<file path="src/logic/piv_map.vh">
// Notes on behaviour
// - 23 sources, edge or level, seven levels
// - level 7 most urgent, level 1 least
// - pin seven at 7; slave, timer one, pin six at 6
// - master, timer two, peripherals, eight inputs at 4
// - pins three, two, one at 3, 2, 1
// - post only highest pending unmasked level
// - answer acknowledge with vector for given level
// - vector is five base bits plus level code
// - never autovector; always return explicit vector
// - mask blocks request; pending still readable
// - reset instruction never drives reset pin
// - unprogrammed base returns vector 0x0f
// - low three base bits read zero, ignore writes
// - all masks set after reset
`ifndef PIV_MAP_VH
`define PIV_MAP_VH

// ------------------------------------------------------------
// register byte addresses
// ------------------------------------------------------------
`define PIV_ADDR_VEC 4'h0
`define PIV_ADDR_CTL 4'h4
`define PIV_ADDR_MASK 4'h8
`define PIV_ADDR_PEND 4'hc

// ------------------------------------------------------------
// reset values and fields
// ------------------------------------------------------------
`define PIV_VEC_RST 5'h00
`define PIV_CTL_RST 8'h00
`define PIV_MASK_RST 24'hffffff
`define PIV_UNINIT_VEC 8'h0f
`define PIV_NSRC 24
`define PIV_CTL_POL_LSB 12
`define PIV_CTL_ET_LSB 8
`define PIV_RESP_OKAY 2'b00
`define PIV_RESP_SLVERR 2'b10

// ------------------------------------------------------------
// source bit positions
// ------------------------------------------------------------
`define PIV_SRC_SPIM 0
`define PIV_SRC_TMR2 1
`define PIV_SRC_UART 2
`define PIV_SRC_WDT 3
`define PIV_SRC_RTC 4
`define PIV_SRC_KB 6
`define PIV_SRC_PWM 7
`define PIV_SRC_GP0 8
`define PIV_SRC_EXT1 16
`define PIV_SRC_EXT2 17
`define PIV_SRC_EXT3 18
`define PIV_SRC_EXT6 19
`define PIV_SRC_PEN 20
`define PIV_SRC_SPIS 21
`define PIV_SRC_TMR1 22
`define PIV_SRC_EXT7 23

// ------------------------------------------------------------
// sources per level (bit 5 is unused)
// ------------------------------------------------------------
`define PIV_LVL7_SET 24'h800000
`define PIV_LVL6_SET 24'h680000
`define PIV_LVL5_SET 24'h100000
`define PIV_LVL4_SET 24'h00ffdf
`define PIV_LVL3_SET 24'h040000
`define PIV_LVL2_SET 24'h020000
`define PIV_LVL1_SET 24'h010000
`define PIV_USED_SET 24'hffffdf

`endif

</file>
<file path="src/logic/piv_ctrl.v">
`timescale 1ns/1ps
`include "piv_map.vh"
module piv_ctrl (
    input wire clk,
    input wire rst,
    input wire [3:0] s_axi_awaddr,
    input wire s_axi_awvalid,
    output wire s_axi_awready,
    input wire [31:0] s_axi_wdata,
    input wire [3:0] s_axi_wstrb,
    input wire s_axi_wvalid,
    output wire s_axi_wready,
    output reg [1:0] s_axi_bresp,
    output reg s_axi_bvalid,
    input wire s_axi_bready,
    input wire [3:0] s_axi_araddr,
    input wire s_axi_arvalid,
    output wire s_axi_arready,
    output reg [31:0] s_axi_rdata,
    output reg [1:0] s_axi_rresp,
    output reg s_axi_rvalid,
    input wire s_axi_rready,
    input wire ext_req_level_seven,
    input wire ext_req_level_six,
    input wire ext_req_level_three,
    input wire ext_req_level_two,
    input wire ext_req_level_one,
    input wire touch_pen_request,
    input wire spi_slave_req,
    input wire spi_master_req,
    input wire timer1_req,
    input wire timer2_req,
    input wire uart_req,
    input wire wdog_req,
    input wire rtc_req,
    input wire kbd_req,
    input wire pwm_req,
    input wire [7:0] gp_req,
    output reg [2:0] cpu_int_level_q,
    input wire iack_req,
    input wire [2:0] iack_level,
    output reg [7:0] iack_vector_q,
    output reg iack_done_q
);

// ------------------------------------------------------------
// registers
// ------------------------------------------------------------
reg [4:0] vector_base_field_q;
reg vec_set_q;
reg [7:0] ctl_q;
reg [23:0] mask_q;
reg aw_got_q;
reg w_got_q;
reg [3:0] awaddr_q;
reg [31:0] wdata_q;
reg [3:0] wstrb_q;
reg [23:0] prev_q;
reg [23:0] latch_q;

wire [23:0] raw_in;
wire [23:0] edge_sel;
wire [23:0] pol_sel;
wire [23:0] asserted;
wire [23:0] pending_status_register;
wire [23:0] active;
wire [7:1] lvl_req;
wire [2:0] lvl_top;
wire do_write;
wire [23:0] clr_bits;

// ------------------------------------------------------------
// source collection
// ------------------------------------------------------------
// bit order matches the mask register layout; bit 5 is unused
assign raw_in = {ext_req_level_seven, timer1_req, spi_slave_req,
                 touch_pen_request, ext_req_level_six, ext_req_level_three,
                 ext_req_level_two, ext_req_level_one, gp_req,
                 pwm_req, kbd_req, 1'b0, rtc_req, wdog_req, uart_req,
                 timer2_req, spi_master_req};

// only the four configurable pins take polarity and edge select;
// pin seven is a fixed active-low level, internal sources active high
// control bits run pin one, two, three, six from the top down,
// while source bits 16..19 run the other way round
assign edge_sel = {4'h0, ctl_q[0], ctl_q[1], ctl_q[2], ctl_q[3], 16'h0000};
assign pol_sel = {1'b0, 3'b111, ctl_q[4], ctl_q[5], ctl_q[6], ctl_q[7], 16'hffff};

// ------------------------------------------------------------
// per-source conditioning
// ------------------------------------------------------------
genvar gi;
generate
    for (gi = 0; gi < `PIV_NSRC; gi = gi + 1) begin : g_src
        assign asserted[gi] = pol_sel[gi] ? raw_in[gi] : ~raw_in[gi];
        always @(posedge clk or posedge rst) begin
            if (rst) begin
                prev_q[gi] <= 1'b0;
                latch_q[gi] <= 1'b0;
            end else begin
                prev_q[gi] <= asserted[gi];
                // a new edge wins over a clear in the same cycle
                if (edge_sel[gi] && asserted[gi] && !prev_q[gi]) begin
                    latch_q[gi] <= 1'b1;
                end else if (clr_bits[gi]) begin
                    latch_q[gi] <= 1'b0;
                end
            end
        end
        assign pending_status_register[gi] = edge_sel[gi] ? latch_q[gi] :
                                             asserted[gi];
    end
endgenerate

// masked sources stay visible in pending, but never reach the core
assign active = pending_status_register & ~mask_q & `PIV_USED_SET;

// ------------------------------------------------------------
// level grouping and priority
// ------------------------------------------------------------
assign lvl_req[7] = |(active & `PIV_LVL7_SET);
assign lvl_req[6] = |(active & `PIV_LVL6_SET);
assign lvl_req[5] = |(active & `PIV_LVL5_SET);
assign lvl_req[4] = |(active & `PIV_LVL4_SET);
assign lvl_req[3] = |(active & `PIV_LVL3_SET);
assign lvl_req[2] = |(active & `PIV_LVL2_SET);
assign lvl_req[1] = |(active & `PIV_LVL1_SET);

piv_level_enc u_enc (
    .lvl_req(lvl_req),
    .lvl_top(lvl_top)
);

// rst is an input only; nothing here can drive a reset outward
always @(posedge clk or posedge rst) begin
    if (rst) begin
        cpu_int_level_q <= 3'h0;
    end else begin
        cpu_int_level_q <= lvl_top;
    end
end

// ------------------------------------------------------------
// interrupt acknowledge
// ------------------------------------------------------------
// answered one clock after the request, no wait states; there is no
// autovector path, so an explicit vector is always returned
always @(posedge clk or posedge rst) begin
    if (rst) begin
        iack_vector_q <= 8'h00;
        iack_done_q <= 1'b0;
    end else begin
        iack_done_q <= iack_req && !iack_done_q;
        if (iack_req && !iack_done_q) begin
            if (!vec_set_q) begin
                iack_vector_q <= `PIV_UNINIT_VEC;
            end else begin
                iack_vector_q <= {vector_base_field_q, iack_level};
            end
        end
    end
end

// ------------------------------------------------------------
// axi4-lite write channel
// ------------------------------------------------------------
assign s_axi_awready = !aw_got_q && !s_axi_bvalid;
assign s_axi_wready = !w_got_q && !s_axi_bvalid;
assign do_write = aw_got_q && w_got_q && !s_axi_bvalid;
assign clr_bits = (do_write && awaddr_q == `PIV_ADDR_PEND) ?
                  wdata_q[23:0] & edge_sel : 24'h000000;

always @(posedge clk or posedge rst) begin
    if (rst) begin
        aw_got_q <= 1'b0;
        w_got_q <= 1'b0;
        awaddr_q <= 4'h0;
        wdata_q <= 32'h00000000;
        wstrb_q <= 4'h0;
        s_axi_bvalid <= 1'b0;
        s_axi_bresp <= `PIV_RESP_OKAY;
    end else begin
        if (s_axi_awvalid && s_axi_awready) begin
            aw_got_q <= 1'b1;
            awaddr_q <= {s_axi_awaddr[3:2], 2'b00};
        end
        if (s_axi_wvalid && s_axi_wready) begin
            w_got_q <= 1'b1;
            wdata_q <= s_axi_wdata;
            wstrb_q <= s_axi_wstrb;
        end
        if (do_write) begin
            aw_got_q <= 1'b0;
            w_got_q <= 1'b0;
            s_axi_bvalid <= 1'b1;
            s_axi_bresp <= `PIV_RESP_OKAY;
        end else if (s_axi_bvalid && s_axi_bready) begin
            s_axi_bvalid <= 1'b0;
        end
    end
end

// ------------------------------------------------------------
// register updates
// ------------------------------------------------------------
always @(posedge clk or posedge rst) begin
    if (rst) begin
        vector_base_field_q <= `PIV_VEC_RST;
        vec_set_q <= 1'b0;
        ctl_q <= `PIV_CTL_RST;
        mask_q <= `PIV_MASK_RST;
    end else if (do_write) begin
        case (awaddr_q)
            `PIV_ADDR_VEC: begin
                if (wstrb_q[0]) begin
                    vector_base_field_q <= wdata_q[7:3];
                    vec_set_q <= 1'b1;
                end
            end
            `PIV_ADDR_CTL: begin
                if (wstrb_q[1]) begin
                    ctl_q <= wdata_q[15:8];
                end
            end
            `PIV_ADDR_MASK: begin
                if (wstrb_q[0]) begin
                    mask_q[7:0] <= wdata_q[7:0];
                end
                if (wstrb_q[1]) begin
                    mask_q[15:8] <= wdata_q[15:8];
                end
                if (wstrb_q[2]) begin
                    mask_q[23:16] <= wdata_q[23:16];
                end
            end
            default: begin
                vec_set_q <= vec_set_q;
            end
        endcase
    end
end

// ------------------------------------------------------------
// axi4-lite read channel
// ------------------------------------------------------------
assign s_axi_arready = !s_axi_rvalid;

always @(posedge clk or posedge rst) begin
    if (rst) begin
        s_axi_rvalid <= 1'b0;
        s_axi_rdata <= 32'h00000000;
        s_axi_rresp <= `PIV_RESP_OKAY;
    end else if (s_axi_arvalid && s_axi_arready) begin
        s_axi_rvalid <= 1'b1;
        s_axi_rresp <= `PIV_RESP_OKAY;
        case ({s_axi_araddr[3:2], 2'b00})
            `PIV_ADDR_VEC: begin
                s_axi_rdata <= {24'h000000, vector_base_field_q, 3'b000};
            end
            `PIV_ADDR_CTL: begin
                s_axi_rdata <= {16'h0000, ctl_q, 8'h00};
            end
            `PIV_ADDR_MASK: begin
                s_axi_rdata <= {8'h00, mask_q};
            end
            `PIV_ADDR_PEND: begin
                s_axi_rdata <= {8'h00, pending_status_register};
            end
            default: begin
                s_axi_rdata <= 32'h00000000;
                s_axi_rresp <= `PIV_RESP_SLVERR;
            end
        endcase
    end else if (s_axi_rvalid && s_axi_rready) begin
        s_axi_rvalid <= 1'b0;
    end
end

endmodule

</file>
<file path="src/logic/piv_level_enc.v">
`timescale 1ns/1ps
module piv_level_enc (
    input wire [7:1] lvl_req,
    output reg [2:0] lvl_top
);

// ------------------------------------------------------------
// highest requested level wins
// ------------------------------------------------------------
integer k;
always @* begin
    lvl_top = 3'h0;
    for (k = 1; k <= 7; k = k + 1) begin
        if (lvl_req[k]) begin
            lvl_top = k[2:0];
        end
    end
end

endmodule

</file>
<file path="config.mk">
export PLATFORM = sky130hd
export DESIGN_NAME = piv_ctrl
export DESIGN_NICKNAME = d
export VERILOG_FILES = /design/src/logic/piv_ctrl.v /design/src/logic/piv_level_enc.v
export VERILOG_INCLUDE_DIRS = /design/src /design/src/logic
export SDC_FILE = /design/constraint.sdc
export NUM_CORES = 1
export LEC_CHECK = 0
export BUFFER_PORTS_ARGS = -buffer_cell sky130_fd_sc_hd__buf_2
export CORE_AREA = 2 2 149 151
export CTS_CLUSTER_DIAMETER = 30
export DETAILED_ROUTE_END_ITERATION = 7
export DIE_AREA = 0 0 151 153
export SLEW_MARGIN = 40
export SYNTH_ARGS = -nofsm -noshare
export SYNTH_HDL_FRONTEND = slang
export SYNTH_SLANG_ARGS = --single-unit
</file>
<file path="constraint.sdc">
create_clock -name clk -period 3.4 [get_ports clk]
set_input_delay 0.17 -clock clk [delete_from_list [all_inputs] [get_ports clk]]
set_output_delay 0.17 -clock clk [all_outputs]
set_load 0.1 [all_outputs]
</file>
==> results of run 1 <==
-- final cells by class --
cell class	count	area [sq um]
clock inverters	9	150
well taps	280	350
flip-flops and latches	115	2910
fillers	2194	14600
clock buffers	23	488
repair buffers	145	928
inverters	21	81.3
multi-input cells	262	1960
-- metrics by stage --
step	std cells	power (mW)	utilization, %	hold slack (ns)
floorplan	431	4.44	-	0.266
finish	855	6.88	31.9	0.00454
global placement	787	4.93	27.3	0.266
detailed placement	787	4.99	27.3	0.269
global route	855	7.28	31.9	0.0105
CTS	854	6.98	31.9	0.00112
-- repair_timing --
| item | 4_1_cts | 5_1_grt |
|---|---|---|
| buffers inserted | 0 | 0 |
| hold buffers | 35 | 1 |
| hold endpoints to repair | 67 | 1 |
-- path summary, 6_finish.rpt --
path,cells after the start,end
setup / recovery,5,cpu_int_level_q[1]
hold / removal,2,prev_q[19]
setup reg to reg,5,cpu_int_level_q[1]
hold reg to reg,2,s_axi_rdata[21]
max in group asynchronous,4,mask_q[9]
min in group asynchronous,3,iack_vector_q[5]
-- critical path: cells and delay by family, from the launching register on --
kind	cells	cell delay [ns]
compound gates	3	0.91
flops	1	0.53
simple gates	1	0.36
buf+inv	1	0.04
-- flip-flops by register name (all words and copies together), names as in the netlist --
name,flops
aw_got_q,1
awaddr_q,2
cpu_int_level_q,3
ctl_q,8
iack_done_q,1
iack_vector_q,8
latch_q,4
mask_q,24
prev_q,4
s_axi_bvalid,1
s_axi_rdata,24
s_axi_rvalid,1
vec_set_q,1
vector_base_field_q,5
w_got_q,1
wdata_q,24
wstrb_q,3
-- power by group through the flow --
| stage | combinational, mW | clock, mW | sequential (mW) |
|---|---|---|---|
| 6_report | 2.49 | 1.93 | 2.46 |
| 5_1_grt | 2.67 | 2.05 | 2.56 |
| 3_5_place_dp | 2.49 | 0 | 2.50 |
| 4_1_cts | 2.52 | 1.98 | 2.48 |
| 3_3_place_gp | 2.45 | 0 | 2.48 |
| 2_1_floorplan | 1.14 | 0 | 3.31 |
-- synth_stat cells, drive strengths merged (2+ instances only) --
cell    instances
dfrtp          91
and2            3
clkbuf         11
o21a            2
buf            22
nor2b          11
o22ai           2
o221ai          2
a22oi           8
nor2           12
o21ai          41
mux2           74
nand2b          5
nand3           6
xnor2           4
inv            21
a31oi           4
dfstp          24
mux2i          15
a21oi           2
nand2          44
a32o            4
-- metal layers --
layer	share of wire [%]	GRT usage (%)	routed length [microns]
met4	1.3	4.01	166
met2	47	19.5	6230
met1	48	16.2	6310
met3	4.2	3.79	552
met5	0	0	0
-- cells by family (layout without fill, tap and decap cells) --
family / count (synthesis) / count (layout) / synth area share, %
AOI/OAI and AO/OA: 71 / 71 / 8.63
xor gates and xnor gates: 4 / 4 / 0.834
buffers and inverters: 54 / 198 / 5.61
DFF: 115 / 115 / 57.0
muxes: 89 / 89 / 19.9
other: 1 / 12 / 0.0735
and+or+nand+nor: 86 / 86 / 8.02
==> qor.yml, run 1 <==
regToRegStartpoint: "mask_q[15]"
die_x_microns: 151
p_int_mw: 4.08
cts_resized: 0
placed_area_sq_um: 5860
num_rows: 54
clk_latency_ns: 0.42
layout_common_cells: "105 x buf_2, 91 x dfrtp_1, 44 x mux2_1"
crit_path_max_fanout: 3
core_sq_um: 21500
tritoncts: "done"
finalSetupTns_ns: 0
cp-start-kind: "flop"
firstDrtPassIters: 4
critPathMaxStageDelay_ns: 0.53
ios: 131
drt-total-wl_microns: 13300
grt_setup_unrepaired: "false"
yosysWarnings: 0
grt_usage_pct: 12.4
layout-drive-gt1-share_pct: 35.1
ys_types: 42
synthesis.area_sq_um: 5100
area_delta_synth_final_pct: 34.5
status: "complete, no violations"
synth_top_area_share_pct: 44.6
worst_slew_pin_slew_ns: 0.599
grt_overflow_total: 0
die_h_microns: 153
gp_congestion: 0.719
drc: 0
avgRoutedWirePerCell_microns: 15.5
setup_viol: 0
finalMaxSlewViolations: 0
crit_arrival_ns: 2.26
ant_nets: 0
swShare_pct: 40.7
synth_area_leaders: "dfrtp_1 45%, dfstp_2 12%, mux2_1 9.7%"
place_ws_ns: 1.47
antenna_found_initial: 0
drt-initial-drc-count: 147
skew_ns: 0.00609
synth_top_area_cell: "dfrtp_1"
avgSynthCellArea_sq_um: 12.2
vias_per_cell: 4.12
ys.flop_type: "dfrtp_1"
grt_pass1_wl_microns: 21100
critPathKind: "reg2reg"
worstPathRequired_ns: 3.75
grt_pass1_vias: 3688
leakage_nw: 3.15
clkTransAtPathRegs_ns: 0.05
clock.fmax_ghz: 0.525
ys_seq_elements: 115
cts_max_level: 4
async_reset_ff_share_pct: 100
ys_seq_area_share_pct: 57.0
switching_power_mw: 2.80
pwr-share-clk_pct: 28.1
crit_path_start: "mask_q[15]"
portBuffers: 105
min_period_ns: 1.91
hold_class: "in2reg"
syn_inst: 420
peakVddDrop_mv: 0.422
min_from: "ext_req_level_six"
fin_nets: 640
layout_commonest_cell: "buf_2"
pwr-share-comb_pct: 36.1
final.setup.worst_slack_ns: 1.49
place_hpwl_microns: 9480
seqPwrFrac_pct: 35.8
drv_cap: 0
clockBufferDepth: 2
vias: 3522
critical_path.slowest_cell: "dfstp_2"
hold_violations: 0
cts_buffers: 17
min_period_over_period_pct: 56.1
rrSetupSlack_ns: 1.49
crit_chain: "inv_1 > a222oi_1 > o2111ai_1 > nor4_2 > a311o_1"
dieArea_sq_um: 23100
power_density_nw_per_um2: 1000
crit_path_end_kind: "flop"
n_antenna_cell: 0
clock_sinks: 115
grt_max_degree: 76
final_area_sq_um: 6860
synth_edf_count: 0
slew_headroom_pct: 60.1
initial_core_util_pct: 23.8
cts_root_buf: "clkbuf_16"
(Power assumes the default switching activity.)
==> run 2, diff against run 1 <==
--- a/config.mk
+++ b/config.mk
@@ -6,11 +6,12 @@
 export SDC_FILE = /design/constraint.sdc
 export NUM_CORES = 1
 export LEC_CHECK = 0
+export ABC_AREA = 1
 export BUFFER_PORTS_ARGS = -buffer_cell sky130_fd_sc_hd__buf_2
-export CORE_AREA = 2 2 149 151
+export CORE_AREA = 2 2 147 149
 export CTS_CLUSTER_DIAMETER = 30
 export DETAILED_ROUTE_END_ITERATION = 7
-export DIE_AREA = 0 0 151 153
+export DIE_AREA = 0 0 149 151
 export SLEW_MARGIN = 40
 export SYNTH_ARGS = -nofsm -noshare
 export SYNTH_HDL_FRONTEND = slang
==> constraint.sdc (replaced) <==
create_clock -name clk -period 1.8 [get_ports clk]
set_input_delay 0.09 -clock clk [delete_from_list [all_inputs] [get_ports clk]]
set_output_delay 0.09 -clock clk [all_outputs]
set_load 0.1 [all_outputs]
==> qor.yml, run 2 <==
vias_per_cell: 4.13
clock.fmax_ghz: 0.647
cts_resized: 0
switching_power_mw: 5.59
ant_nets: 0
synthesis.area_sq_um: 4970
layout_common_cells: "121 x nand2_1, 105 x buf_2, 89 x dfrtp_1"
synth_edf_count: 0
total_power_mw: 12.9
largestRegisters: "mask_q (24), s_axi_rdata (24), wdata_q (24)"
cts_buffers: 17
p_int_mw: 7.26
ys_seq_elements: 115
crit_path_end_kind: "output port"
place_hpwl_microns: 10300
grt_usage_pct: 13.0
final_area_sq_um: 7050
critPathKind: "reg2out"
crit_path_max_fanout: 5
finalSetupTns_ns: 0
crit_path_start: "s_axi_bvalid"
power_density_nw_per_um2: 1820
grt_pass1_wl_microns: 22100
portBuffers: 105
layout_commonest_cell: "nand2_1"
critPathBufInv: 1
hold_depth: 3
clockBufferDepth: 2
ys.flop_type: "dfrtp_1"
grt_max_degree: 41
async_reset_ff_share_pct: 100
clock_sinks: 115
ys_seq_area_share_pct: 58.6
r2r_cells: 7
area_delta_synth_final_pct: 41.9
pwr-share-clk_pct: 26.6
dieArea_sq_um: 22500
min_from: "s_axi_awvalid"
drt-initial-drc-count: 322
min_to: "aw_got_q"
setup_viol: 0
vias: 4208
status: "complete, no violations"
die_x_microns: 149
syn_inst: 563
tritoncts: "done"
num_rows: 53
antenna_found_initial: 1
synth_top_area_share_pct: 45.9
hold_class: "in2reg"
regToRegStartpoint: "mask_q[2]"
fin_cells: 1018
fin_nets: 807
avgRoutedWirePerCell_microns: 13.6
grt_pass1_vias: 4092
layout-drive-gt1-share_pct: 28.4
finalMaxSlewViolations: 0
post_cts_buffers: 0
crit_family: "flip-flops"
ys_types: 27
min_period_ns: 1.55
leakage_nw: 3.41
peakVddDrop_mv: 0.677
worst_slew_pin_slew_ns: 0.689
critPathMaxStageDelay_ns: 0.47
seqPwrFrac_pct: 34.7
skew_ns: 0.00782
worstPathRequired_ns: 1.71
drt-total-wl_microns: 13800
r2r_end: "cpu_int_level_q[2]"
whs_ns: 0.0205
cts_max_level: 4
pwr-share-comb_pct: 38.6
crit_arrival_ns: 1.46
drc: 0
fin_util_pct: 33.8
die_h_microns: 151
final.setup.worst_slack_ns: 0.253
yosysWarnings: 0
avgSynthCellArea_sq_um: 8.82
initial_core_util_pct: 23.8
slew_headroom_pct: 54.0
hold_violations: 0
firstDrtPassIters: 4
drv_cap: 0
clkTransAtPathRegs_ns: 0.05
crit_chain: "nor2_4 > buf_2"
cts_root_buf: "clkbuf_16"
ios: 131
placed_area_sq_um: 5970
rrSetupSlack_ns: 0.31
min_period_over_period_pct: 85.9
core_sq_um: 20800
grt_overflow_total: 0
cp-start-kind: "flop"
grt_setup_unrepaired: "false"
swShare_pct: 43.5
place_ws_ns: 0.343
synth_top_area_cell: "dfrtp_1"
synth.most_common_cell: "nand2_1"
critical_path.slowest_cell: "dfrtp_2"
dp_cells: 939
synth_commonest_cells: "123 x nand2_1, 91 x dfrtp_1, 71 x inv_1, 71 x nor2_1, 57 x o21ai_0"
ctsHoldBuffers: 46
synth_area_leaders: "dfrtp_1 46%, dfstp_2 13%, nand2_1 9.3%"
clk_latency_ns: 0.42
gp_congestion: 0.775
-- run 2: cell types whose count changed in the layout (fill, tap and decap cells not counted), sizes merged, moves of 11 or more --
cell,change
mux2,-69
inv,+48
nor2b,-11
o21ai,+16
a221oi,+11
nand2,+79
buf,+12
nor2,+59
a21oi,+31
mux2i,-15
-- run 2: worst max-delay path by stage --
stage | end | slack [ns] | cells after the start
floorplan | s_axi_rdata[4] | -0.27 | 6
global placement | s_axi_rdata[14] | 0.37 | 5
detailed placement | s_axi_rdata[14] | 0.34 | 5
CTS | s_axi_wready | 0.22 | 2
global route | cpu_int_level_q[1] | 0.17 | 8
finish | s_axi_wready | 0.25 | 2
-- run 2: layout make-up --
cell class	instances	area, sq um
Fill cell	2173	13800
Inverter	71	274
Tap cell	275	344
Clock buffer	19	453
Sequential cell	115	2910
Multi-Input combinational cell	357	1760
Antenna cell	1	2.50
Timing Repair Buffer	167	1140
Clock inverter	13	159
-- run 2: power groups by stage --
| stage | combinational [mW] | clock [mW] | sequential, mW |
|---|---|---|---|
| 6_report | 4.96 | 3.43 | 4.47 |
| 5_1_grt | 5.44 | 3.63 | 4.59 |
| 4_1_cts | 5.02 | 3.50 | 4.47 |
| 3_5_place_dp | 4.92 | 0 | 4.51 |
| 3_3_place_gp | 4.87 | 0 | 4.47 |
| 2_1_floorplan | 2.26 | 0 | 6.08 |
-- run 2: worst reg2reg max path, stage by stage, from the launching register on --
cell	delay, ns
dfstp_2	0.53
inv_1	0.05
nand2_1	0.05
nand2_1	0.05
nor3_1	0.13
nand2_1	0.14
nor3b_1	0.31
nand2_1	0.10
-- run 2: cells by family (layout without fill, tap and decap cells) --
family | count (synthesis) | in the layout | synth area share, %
AND/OR/NAND/NOR | 221 | 221 | 17.9
AO/OA/AOI/OAI | 117 | 117 | 13.2
flip-flops | 115 | 115 | 58.6
buffers and inverters | 102 | 270 | 8.79
multiplexers | 5 | 5 | 1.13
XOR/XNOR | 2 | 2 | 0.353
other | 1 | 13 | 0.0755
-- run 2: layer usage --
layer,GRT usage [%],part of all wire (%),vias up,routed length (microns)
met5,0,0,-,0
met4,5.86,2.5,0,348
li1,-,-,2131,-
met1,17.6,48,1945,6570
met3,3.73,5.1,24,703
met2,19.3,45,108,6210
